$ cat src/cdma_params.svh
// Register offsets, field positions and reset values of the codec slot DMA channel
`ifndef CDMA_PARAMS_SVH
`define CDMA_PARAMS_SVH

// ==========================================================================
// Register indices (byte address is four times the index)
`define CDMA_CTL_IDX        16'hfff4
`define CDMA_SLOT_HI_IDX    16'hfff5
`define CDMA_SLOT_LO_IDX    16'hfff6
`define CDMA_STAT_IDX       16'hfff0
`define CDMA_IDX_W          16

// ==========================================================================
// Control register fields
`define CDMA_CTL_EN_BIT     7
`define CDMA_CTL_WRAP_BIT   6
`define CDMA_CTL_DIR_BIT    3
`define CDMA_CTL_EP_MSB     2
`define CDMA_CTL_EP_LSB     0
`define CDMA_CTL_WR_MASK    8'hcf
`define CDMA_CTL_RST        8'h00

// ==========================================================================
// Slot select high register fields
`define CDMA_SLOT_HI_CNT_MSB 7
`define CDMA_SLOT_HI_CNT_LSB 6
`define CDMA_SLOT_HI_SEL_MSB 5
`define CDMA_SLOT_HI_SEL_LSB 0
`define CDMA_SLOT_HI_RST     8'h00
`define CDMA_SLOT_LO_RST     8'h00

// ==========================================================================
// Slot geometry
`define CDMA_NUM_SLOTS      14
`define CDMA_LAST_SLOT      4'hd

`endif

$ cat src/cdma_pkg.sv
// Types shared by the codec slot DMA channel modules
package cdma_pkg;

  typedef enum logic [2:0] {
    CDMA_IDLE,
    CDMA_SCAN,
    CDMA_SCAN_WAIT,
    CDMA_SRC,
    CDMA_DST
  } cdma_state_e;

  typedef struct packed {
    logic [7:0]  ctl;
    logic [13:0] slot_select;
    logic [1:0]  slot_byte_count;
    logic        waitreq;
    logic [31:0] rdata;
    cdma_state_e state;
    logic [3:0]  slot;
    logic [1:0]  byte_idx;
    logic [7:0]  data;
    logic        scan_go;
    logic        buf_req;
    logic        buf_we;
    logic        cpi_rd;
    logic        cpi_wr;
    logic        overrun;
  } cdma_top_s;

  typedef struct packed {
    logic       done;
    logic       found;
    logic [3:0] index;
  } cdma_scan_s;

endpackage

$ cat src/cdma_scan_if.sv
// Interface between the channel sequencer and the slot scanner
`timescale 1ns/1ps
`default_nettype none

interface cdma_scan_if;
  logic        go;
  logic [3:0]  start;
  logic [13:0] mask;
  logic        done;
  logic        found;
  logic [3:0]  index;

  modport seq  (output go, output start, output mask, input done, input found, input index);
  modport scan (input go, input start, input mask, output done, output found, output index);
endinterface

`default_nettype wire

$ cat src/cdma_slot_scan.sv
// Finds the lowest selected slot at or above a start slot, one cycle after go
`timescale 1ns/1ps
`default_nettype none

module cdma_slot_scan #(
  parameter int NUM_SLOTS = 14
) (
  input  wire logic clk,
  input  wire logic sys_rst,
  cdma_scan_if.scan sif
);

  cdma_pkg::cdma_scan_s s_q;
  cdma_pkg::cdma_scan_s s_d;
  logic [NUM_SLOTS-1:0] hit;

  // ==========================================================================
  // Per-slot candidate: selected and not yet passed
  genvar g;
  generate
    for (g = 0; g < NUM_SLOTS; g++) begin : g_hit
      assign hit[g] = sif.mask[g] && (4'(g) >= sif.start);
    end
  endgenerate

  // ==========================================================================
  // Lowest hit wins, so slots go out in ascending order
  always_comb begin
    s_d      = s_q;
    s_d.done = 1'b0;
    if (sif.go) begin
      s_d.done  = 1'b1;
      s_d.found = 1'b0;
      s_d.index = 4'h0;
      for (int i = NUM_SLOTS - 1; i >= 0; i--) begin
        if (hit[i]) begin
          s_d.found = 1'b1;
          s_d.index = 4'(i);
        end
      end
    end
  end

  always_ff @(posedge clk) begin
    if (sys_rst) begin
      s_q <= '0;
    end else begin
      s_q <= s_d;
    end
  end

  assign sif.done  = s_q.done;
  assign sif.found = s_q.found;
  assign sif.index = s_q.index;

endmodule // cdma_slot_scan

`default_nettype wire

$ cat src/cdma_channel.sv
// Codec slot DMA channel: Avalon-MM registers and slot-by-slot byte sequencer
//
// Function
// - Move data only in codec time slots whose select bit is one.
// - Fourteen select bits: slots 0-7 low register, 8-13 high register bits 5:0.
// - High register bits 7:6 give one to four bytes per selected slot.
// - Control bit 3 one serves an IN endpoint, zero an OUT endpoint.
// - Control bits 2:0 hold the served endpoint number in plain binary.
// - Control bit 7 enables the channel; cleared, no transfers happen.
// - Control bit 6 enables wrap-around buffering, used only by buffer manager.
// - Control bits 5 and 4 are read-only zero.
`timescale 1ns/1ps
`default_nettype none
`include "cdma_params.svh"

module cdma_channel (
  input  wire logic        clk,
  input  wire logic        sys_rst,
  // Avalon-MM slave, byte address
  input  wire logic [17:0] avs_address,
  input  wire logic        avs_read,
  input  wire logic        avs_write,
  input  wire logic [31:0] avs_writedata,
  input  wire logic [3:0]  avs_byteenable,
  output var  logic [31:0] avs_readdata,
  output var  logic        avs_waitrequest,
  // Codec port interface side
  input  wire logic        cpi_frame_start,
  output var  logic        cpi_rd_req,
  output var  logic        cpi_wr_req,
  output var  logic [3:0]  cpi_slot,
  output var  logic [1:0]  cpi_byte,
  output var  logic [7:0]  cpi_wdata,
  input  wire logic [7:0]  cpi_rdata,
  input  wire logic        cpi_ack,
  // USB buffer manager side
  output var  logic        bufmgr_req,
  output var  logic        bufmgr_write,
  output var  logic [7:0]  bufmgr_wdata,
  input  wire logic [7:0]  bufmgr_rdata,
  input  wire logic        bufmgr_ack,
  output var  logic [2:0]  endpoint_number,
  output var  logic        endpoint_direction,
  output var  logic        wrap_buffer_enable
);

  cdma_pkg::cdma_top_s r_q;
  cdma_pkg::cdma_top_s r_d;

  cdma_scan_if sif ();

  cdma_slot_scan #(
    .NUM_SLOTS (`CDMA_NUM_SLOTS)
  ) u_scan (
    .clk     (clk),
    .sys_rst (sys_rst),
    .sif     (sif)
  );

  assign sif.go    = r_q.scan_go;
  assign sif.start = r_q.slot;
  assign sif.mask  = r_q.slot_select;

  logic                   enabled;
  logic                   dir_in;
  logic [`CDMA_IDX_W-1:0] idx;
  logic                   req_seen;

  assign enabled  = r_q.ctl[`CDMA_CTL_EN_BIT];
  assign dir_in   = r_q.ctl[`CDMA_CTL_DIR_BIT];
  assign idx      = avs_address[17:2];
  assign req_seen = (avs_read || avs_write) && r_q.waitreq;

  always_comb begin
    r_d         = r_q;
    r_d.scan_go = 1'b0;

    // ==========================================================================
    // Register bus: one wait cycle, answer while waitrequest is low
    if (!r_q.waitreq) begin
      r_d.waitreq = 1'b1;
      if (avs_write && avs_byteenable[0]) begin
        unique case (idx)
          `CDMA_CTL_IDX: r_d.ctl = avs_writedata[7:0] & `CDMA_CTL_WR_MASK;
          `CDMA_SLOT_HI_IDX: begin
            r_d.slot_byte_count   = avs_writedata[`CDMA_SLOT_HI_CNT_MSB:`CDMA_SLOT_HI_CNT_LSB];
            r_d.slot_select[13:8] = avs_writedata[`CDMA_SLOT_HI_SEL_MSB:`CDMA_SLOT_HI_SEL_LSB];
          end
          `CDMA_SLOT_LO_IDX: r_d.slot_select[7:0] = avs_writedata[7:0];
          default: ;
        endcase
      end
    end else if (req_seen) begin
      r_d.waitreq = 1'b0;
      r_d.rdata   = 32'h0000_0000;
      if (avs_read) begin
        unique case (idx)
          `CDMA_CTL_IDX:  r_d.rdata[7:0] = r_q.ctl;
          `CDMA_SLOT_HI_IDX: r_d.rdata[7:0] = {r_q.slot_byte_count, r_q.slot_select[13:8]};
          `CDMA_SLOT_LO_IDX: r_d.rdata[7:0] = r_q.slot_select[7:0];
          `CDMA_STAT_IDX: begin
            r_d.rdata[2:0]   = r_q.state;
            r_d.rdata[7:4]   = r_q.slot;
            r_d.rdata[9:8]   = r_q.byte_idx;
            r_d.rdata[16]    = r_q.overrun;
          end
          default: ;
        endcase
      end
    end
    // Read of status clears the sticky overrun, but a new overrun wins
    if (!r_q.waitreq && avs_read && idx == `CDMA_STAT_IDX) begin
      r_d.overrun = 1'b0;
    end

    // ==========================================================================
    // Slot sequencer
    unique case (r_q.state)
      cdma_pkg::CDMA_IDLE: begin
        if (enabled && cpi_frame_start) begin
          r_d.slot  = 4'h0;
          r_d.state = cdma_pkg::CDMA_SCAN;
        end
      end
      cdma_pkg::CDMA_SCAN: begin
        r_d.scan_go = 1'b1;
        r_d.state   = cdma_pkg::CDMA_SCAN_WAIT;
      end
      cdma_pkg::CDMA_SCAN_WAIT: begin
        if (sif.done) begin
          if (sif.found) begin
            r_d.slot     = sif.index;
            r_d.byte_idx = 2'b00;
            r_d.state    = cdma_pkg::CDMA_SRC;
            r_d.cpi_rd   = dir_in;
            r_d.buf_req  = !dir_in;
            r_d.buf_we   = 1'b0;
          end else begin
            r_d.state = cdma_pkg::CDMA_IDLE;
          end
        end
      end
      cdma_pkg::CDMA_SRC: begin
        if (dir_in && cpi_ack) begin
          r_d.data    = cpi_rdata;
          r_d.cpi_rd  = 1'b0;
          r_d.buf_req = 1'b1;
          r_d.buf_we  = 1'b1;
          r_d.state   = cdma_pkg::CDMA_DST;
        end else if (!dir_in && bufmgr_ack) begin
          r_d.data    = bufmgr_rdata;
          r_d.buf_req = 1'b0;
          r_d.cpi_wr  = 1'b1;
          r_d.state   = cdma_pkg::CDMA_DST;
        end
      end
      cdma_pkg::CDMA_DST: begin
        if ((dir_in && bufmgr_ack) || (!dir_in && cpi_ack)) begin
          r_d.buf_req = 1'b0;
          r_d.buf_we  = 1'b0;
          r_d.cpi_wr  = 1'b0;
          if (r_q.byte_idx != r_q.slot_byte_count) begin
            r_d.byte_idx = r_q.byte_idx + 2'b01;
            r_d.cpi_rd   = dir_in;
            r_d.buf_req  = !dir_in;
            r_d.state    = cdma_pkg::CDMA_SRC;
          end else if (r_q.slot == `CDMA_LAST_SLOT) begin
            r_d.state = cdma_pkg::CDMA_IDLE;
          end else begin
            r_d.slot  = r_q.slot + 4'h1;
            r_d.state = cdma_pkg::CDMA_SCAN;
          end
        end
      end
    endcase

    // Frame start while the last frame is still running is dropped
    if (cpi_frame_start && r_q.state != cdma_pkg::CDMA_IDLE) begin
      r_d.overrun = 1'b1;
    end

    // Clearing enable aborts at once; any open handshake is dropped
    if (!enabled) begin
      r_d.state   = cdma_pkg::CDMA_IDLE;
      r_d.cpi_rd  = 1'b0;
      r_d.cpi_wr  = 1'b0;
      r_d.buf_req = 1'b0;
      r_d.buf_we  = 1'b0;
    end
  end

  always_ff @(posedge clk) begin
    if (sys_rst) begin
      r_q         <= '0;
      r_q.ctl     <= `CDMA_CTL_RST;
      r_q.slot_select <= 14'({`CDMA_SLOT_HI_RST, `CDMA_SLOT_LO_RST} & 16'h3fff);
      r_q.waitreq <= 1'b1;
      r_q.state   <= cdma_pkg::CDMA_IDLE;
    end else begin
      r_q <= r_d;
    end
  end

  // ==========================================================================
  // Outputs, all straight from r_q
  assign avs_readdata       = r_q.rdata;
  assign avs_waitrequest    = r_q.waitreq;
  assign cpi_rd_req         = r_q.cpi_rd;
  assign cpi_wr_req         = r_q.cpi_wr;
  assign cpi_slot           = r_q.slot;
  assign cpi_byte           = r_q.byte_idx;
  assign cpi_wdata          = r_q.data;
  assign bufmgr_req         = r_q.buf_req;
  assign bufmgr_write       = r_q.buf_we;
  assign bufmgr_wdata       = r_q.data;
  assign endpoint_number    = r_q.ctl[`CDMA_CTL_EP_MSB:`CDMA_CTL_EP_LSB];
  assign endpoint_direction = r_q.ctl[`CDMA_CTL_DIR_BIT];
  assign wrap_buffer_enable = r_q.ctl[`CDMA_CTL_WRAP_BIT];

endmodule // cdma_channel

`default_nettype wire

$ cat config.mk
export PLATFORM = sky130hd
export DESIGN_NAME = cdma_channel
export DESIGN_NICKNAME = d
export VERILOG_FILES = /design/src/cdma_pkg.sv /design/src/cdma_scan_if.sv /design/src/cdma_slot_scan.sv /design/src/cdma_channel.sv
export VERILOG_INCLUDE_DIRS = /design/src
export SDC_FILE = /design/constraint.sdc
export NUM_CORES = 1
export LEC_CHECK = 0
export ABC_AREA = 1
export ABC_CLOCK_PERIOD_IN_PS = 1950
export BUFFER_PORTS_ARGS = -buffer_cell sky130_fd_sc_hd__buf_2
export CORE_MARGIN = 1
export CORE_UTILIZATION = 45
export DETAILED_ROUTE_END_ITERATION = 12
export PLACE_DENSITY = 0.77
export SLEW_MARGIN = 15
export SYNTH_ARGS = -nofsm -noshare
export SYNTH_HDL_FRONTEND = slang
export SYNTH_SLANG_ARGS = --single-unit
export TNS_END_PERCENT = 1
$ cat constraint.sdc
create_clock -name clk -period 1.95 [get_ports clk]
set_clock_uncertainty 0.15 [all_clocks]
set_input_delay 0 -clock clk [delete_from_list [all_inputs] [get_ports clk]]
set_output_delay 0 -clock clk [all_outputs]
set_load 0.03 [all_outputs]
# Word-level counts from Yosys, hierarchy flattened

Index checks and enable logic that the tools add are counted.

Register bits after elaboration: 63
Input port bits: 77
Output and inout port bits: 64
Word-level logic and storage cells: 163

Add/sub/neg operators: 2
Order comparisons: 14
Eq/ne operators: 21
Mux-type cells: 55
Bitwise logic cells: 2
Reductions and logical operators: 50

Operator list:

| cell                                                                                | count |
|---|---|
| 5-bit two-way mux                                                                   | 14 |
| 16-bit == test (second input constant)                                              | 4 |
| 33-bit two-way mux                                                                  | 1 |
| 4-bit greater-or-equal comparator (first input constant)                            | 6 |
| 1-bit logical AND                                                                   | 24 |
| 9-bit two-way mux                                                                   | 2 |
| 3-bit by 4-bit greater-or-equal comparator with 1-bit output (first input constant) | 4 |
| 8-bit two-way mux                                                                   | 2 |
| 2-bit inequality test (second input constant)                                       | 8 |
| 4-bit case mux with 4 select lines                                                  | 1 |
| 3-bit case mux with 5 select lines                                                  | 1 |
| 5-bit AND reduction                                                                 | 3 |
| 1-bit two-way mux                                                                   | 12 |
| 3-bit two-way mux                                                                   | 4 |
| 4-bit two-way mux                                                                   | 3 |
| 6-bit two-way mux                                                                   | 2 |
| 3-bit case mux with 4 select lines                                                  | 1 |
| 4-bit case mux with 3 select lines                                                  | 1 |
| 10-bit two-way mux                                                                  | 1 |
| 2-bit two-way mux                                                                   | 5 |
| 3-bit case mux with 3 select lines                                                  | 1 |
| 3-bit AND reduction                                                                 | 3 |
| 3-bit nonzero test                                                                  | 3 |
| 1-bit by 4-bit greater-or-equal comparator with 1-bit output (first input constant) | 2 |
| 24 further kinds                                                                    | 36 |

# Logic depth before layout (Yosys ltp)

Word-level depth: 17
Mapped depth: 18
Depth with buffers taken out: 17

# Hierarchy

A second synthesis with hierarchy kept.

Cells, all modules: 536
Area total of the unflattened synthesis: 3,733.6 um2

By module, submodules not included:

| module         | instances | cells an instance | area each (um2) |
|---|---|---|---|
| cdma_channel   | 1         | 451               | 3,266.9 |
| cdma_slot_scan | 1         | 85                | 466.7 |

# Worst setup path after synthesis

OpenSTA, ideal clock, no wires.

Path kind: reg-to-reg
Start point: reg r_q, in the netlist cpi_slot[1]
End point: reg u_scan.s_q, in the netlist u_scan.sif.index[0]
Library setup time: 0.070 ns
Data arrival time: 1.635 ns
Path slack: 0.095 ns
Stages on the path, launching flop included: 19
Buffers on the path: 1
Cells stage by stage: dfxtp_1 -> clkbuf_1 -> inv_1 -> ha_1 -> inv_1 -> nand3_1 -> nand2_1 -> nand2_1 -> nand2_1 -> nand2_1 -> nand2_1 -> nand2_1 -> nand2_1 -> nand2_1 -> nand2_1 -> nand2_1 -> nand2_1 -> nand2_1 -> a21oi_1

Longest elaborated chain between the ends: 16

RTL lines:

| item                              | line                 | text |
|---|---|---|
| start: declaration                | cdma_channel.sv:47   | `cdma_pkg::cdma_top_s r_q;` |
| start signal: assignment          | cdma_channel.sv:200  | `r_q <= r_d;` |
| 4-bit greater-or-equal comparator | cdma_slot_scan.sv:22 | `assign hit[g] = sif.mask[g] && (4'(g) >= sif.start);` |
| 1-bit logical AND                 | cdma_slot_scan.sv:22 |  |
| 5-bit two-way mux (13 in a row)   | cdma_slot_scan.sv:36 | `if (hit[i]) begin` |
| 5-bit two-way mux *               | cdma_slot_scan.sv:36 |  |
| end signal: assignment            | cdma_slot_scan.sv:46 | `s_q <= '0;` |
| end signal: assignment            | cdma_slot_scan.sv:48 | `s_q <= s_d;` |
| end: declaration                  | cdma_slot_scan.sv:13 | `cdma_pkg::cdma_scan_s s_q;` |

Every way passes the cells marked *; elsewhere a longest branch is shown, timed or not.
A chain may end at the register's enable or synchronous reset.

# Final worst setup path

Start point: reg r_q[21] (netlist bit)
End point: reg r_q, in the netlist cpi_slot[1]

Longest elaborated chain between the ends: 3

RTL lines:

| item                                                                                     | line                | text |
|---|---|---|
| 3-bit by 2-bit == test with 1-bit output, or another cell as far along                   | cdma_channel.sv:118 | `unique case (r_q.state)` |
| 2-bit by 1-bit inequality test with 1-bit output (no line), or another cell as far along | -                   |  |
| 7-bit AND reduction (no line)                                                            | -                   |  |

Parallel ways exist; a longest one is shown, timed or not.

==> results.toml <==
[detailed_routing]
first_pass_iters = 5
viasPerCell = 5.11
routed_wl_mm = 9.84
drc = 0
vias = 3679
antenna_left = 0
first_iter_violations = 194
wl_per_cell_um = 13.7

[logic_synthesis]
synth_commonest_cells = "nand2_1, dfxtp_1, buf_4"
yosys_warnings = 0
avgSynthCellArea_um2 = 7.14
synthCells = 516
synth_top_cell_by_area = "dfxtp_1"
synthArstFlopShare_pct = 0
synthFlopType = "dfxtp_1"
synth_edf_count = 0
synth_area_um2 = 3690
synth.area.top_cells = "dfxtp_1, buf_4, nand2_1"
synth.most_common_cell = "nand2_1"
ys_seq_area_share_pct = 34.2
ys_types = 34
synth.top_cell.area_share_pct = 34.2
synth_seq_cells = 63

[setup_path]
critical_path_class = "reg2reg"
r2r_cells = 10
required_ps = 2070
crit_chain = "inv_2 -> nor3_4 -> inv_2 -> nand2_1 -> inv_1 -> nand2_1 -> nand2_2 -> nor3_4 -> o21ai_0 -> a31oi_1"
critPathTopFamily = "simple AND/OR/NAND/NOR gates"
cp-end-kind = "flop"
critPathMaxFanout = 8
worst-path-stages = 10
path_buf_inv = 3
crit_arrival_ps = 1970
cp-start-kind = "flop"
slowest_stage = "dfxtp_1"
max_stage_delay_ps = 360

[final_layout]
diodes = 0
design_area_um2 = 4540
layout.cells.non_filler = 720
final_core_util_pct = 58.2
fillers = 732
drive_above_1_share_pct = 25.6
final_nets = 693
area_growth_pct = 23.2

[timing]
fin_crit_sh_pct = 95.0
hold_ws_ps = -41.3
post-route-min-period_ps = 1850
slew_violations = 0
relSlewSlack_pct = 64.7
setup_viol_count_final = 0
setup_slack_ps = 97.2
hold_viol = 6
rsz0062_at_grt = "yes"
fmaxAchievable_ghz = 0.540
tns_ps = 0
tightest_slew_ps = 526

[clocking]
clock-root-buffer = "clkbuf_8"
clk_pin_slew_ps = 70
cts_sinks = 63
cts_max_level = 3
insertion_delay_ps = 360
cts_buffers = 9
clock_path_buffers = 2
cts_tree = "built"

[placed_design]
place_inst = 674
dpl.hpwl_mm = 6.75
dpl_cell_area_um2 = 3980
io_buffers = 90
pre_cts_ws_ps = 52.2
gp_congestion = 0.946

[die]
row_count = 32
die_w_um = 92.5
die_area_um2 = 8560
die_h_um = 92.5
core-area_um2 = 7810
initial_utilization_pct = 47.2
io-pin-count = 141

[global_route]
grt_pass1_wl_mm = 16.0
grt_pass1_vias = 3414
grt_overflow = 0
grt_max_degree = 43
antenna_found_initial = 0
grt_usage_pct = 23.8

[flow_run]
maxCapViolations = 0

[min_path]
min_path_type = "in2reg"
min_path_cells = 4

[run_status]
status = "finished, violations left"
failed_checks = "negative hold slack"

[pwr]
power_mw = 2.84
power_density_nw_per_um2 = 626
total_leakage_power_nw = 2.12
max-vdd-ir-drop_mv = 0.369
==> power by group <==
group	switching [mW]	internal [mW]	total (mW)	leakage [nW]
clock	0.561	0.763	1.32	0.117
sequential	0.00180	1.29	1.29	0.510
combinational	0.144	0.0878	0.231	1.49
==> area by class of cell <==
| cell class | instances | area (µm²) | area share (%) |
|---|---|---|---|
| flip-flops and latches | 63 | 1270 | 28.0 |
| repair buffers | 138 | 898 | 19.8 |
| clock inverters | 6 | 91.3 | 2.01 |
| inverters | 56 | 210 | 4.63 |
| well taps | 102 | 128 | 2.81 |
| multi-input cells | 345 | 1810 | 39.8 |
| clock buffers | 10 | 138 | 3.03 |
==> cell usage in the layout (no fill, tap or decap), drive strengths merged, types with 5 or more instances in the layout <==
cell         Yosys  layout
a211oi          23      23
a21oi           25      25
a31oi           13      13
buf             64     108
clkbuf           8      10
conb             1      21
dfxtp           63      63
dlygate4sd3      0      30
inv             55      57
nand2          115     115
nand3           26      26
nor2            55      55
nor3             8       8
o211ai           6       6
o21ai           29      29
o22ai            5       5
==> sequential cells by signal (all words and copies together), names as in the netlist <==
| name | flops |
|---|---|
| sif.mask | 14 |
| avs_waitrequest | 1 |
| cpi_slot | 4 |
| cpi_wr_req | 1 |
| cpi_rd_req | 1 |
| bufmgr_wdata | 8 |
| enabled | 1 |
| endpoint_number | 3 |
| wrap_buffer_enable | 1 |
| avs_readdata | 11 |
| u_scan.sif.done | 1 |
| bufmgr_req | 1 |
| sif.go | 1 |
| bufmgr_write | 1 |
| r_q | 6 |
| cpi_byte | 2 |
| endpoint_direction | 1 |
| u_scan.sif.index | 4 |
| u_scan.sif.found | 1 |
==> worst paths after layout <==
| path | from | slack (ps) | end |
|---|---|---|---|
| max | r_q[21] | 100 | cpi_slot[1] |
| min | avs_write | -40 | avs_readdata[0] |
| max reg2reg | r_q[21] | 100 | cpi_slot[1] |
| min reg2reg | avs_readdata[1] | 310 | avs_readdata[1] |
==> layer usage <==
layer,track usage (%),routed length [µm]
met2,38.8,4650
met1,29.8,4230
met4,10.8,314
met3,5.34,646
met5,0,0
==> repair_timing <==
item / 4_1_cts / 5_1_grt
setup buffers: 0 / 0
setup endpoints to repair: 0 / 25
endpoints found under the hold margin: 47 / 0
hold buffers: 30 / 0
resized for setup: 0 / 14
==> tightest hold or removal path, cell delays in order <==
cell	delay (ps)
buf_2	90
o21ai_1	170
nand2_1	100
a21oi_1	50
==> logic make-up (layout without fill, tap and decap cells) <==
logic type	count (synthesis)	in the layout	share of synthesized area, %
other cells	1	21	0.102
xor+xnor	2	2	0.475
fa+ha+maj	3	3	1.02
simple gates	213	213	26.5
compound gates	106	106	18.1
flops	63	63	34.2
buf+inv	128	210	19.6
Power figures use the tool's default switching activity.
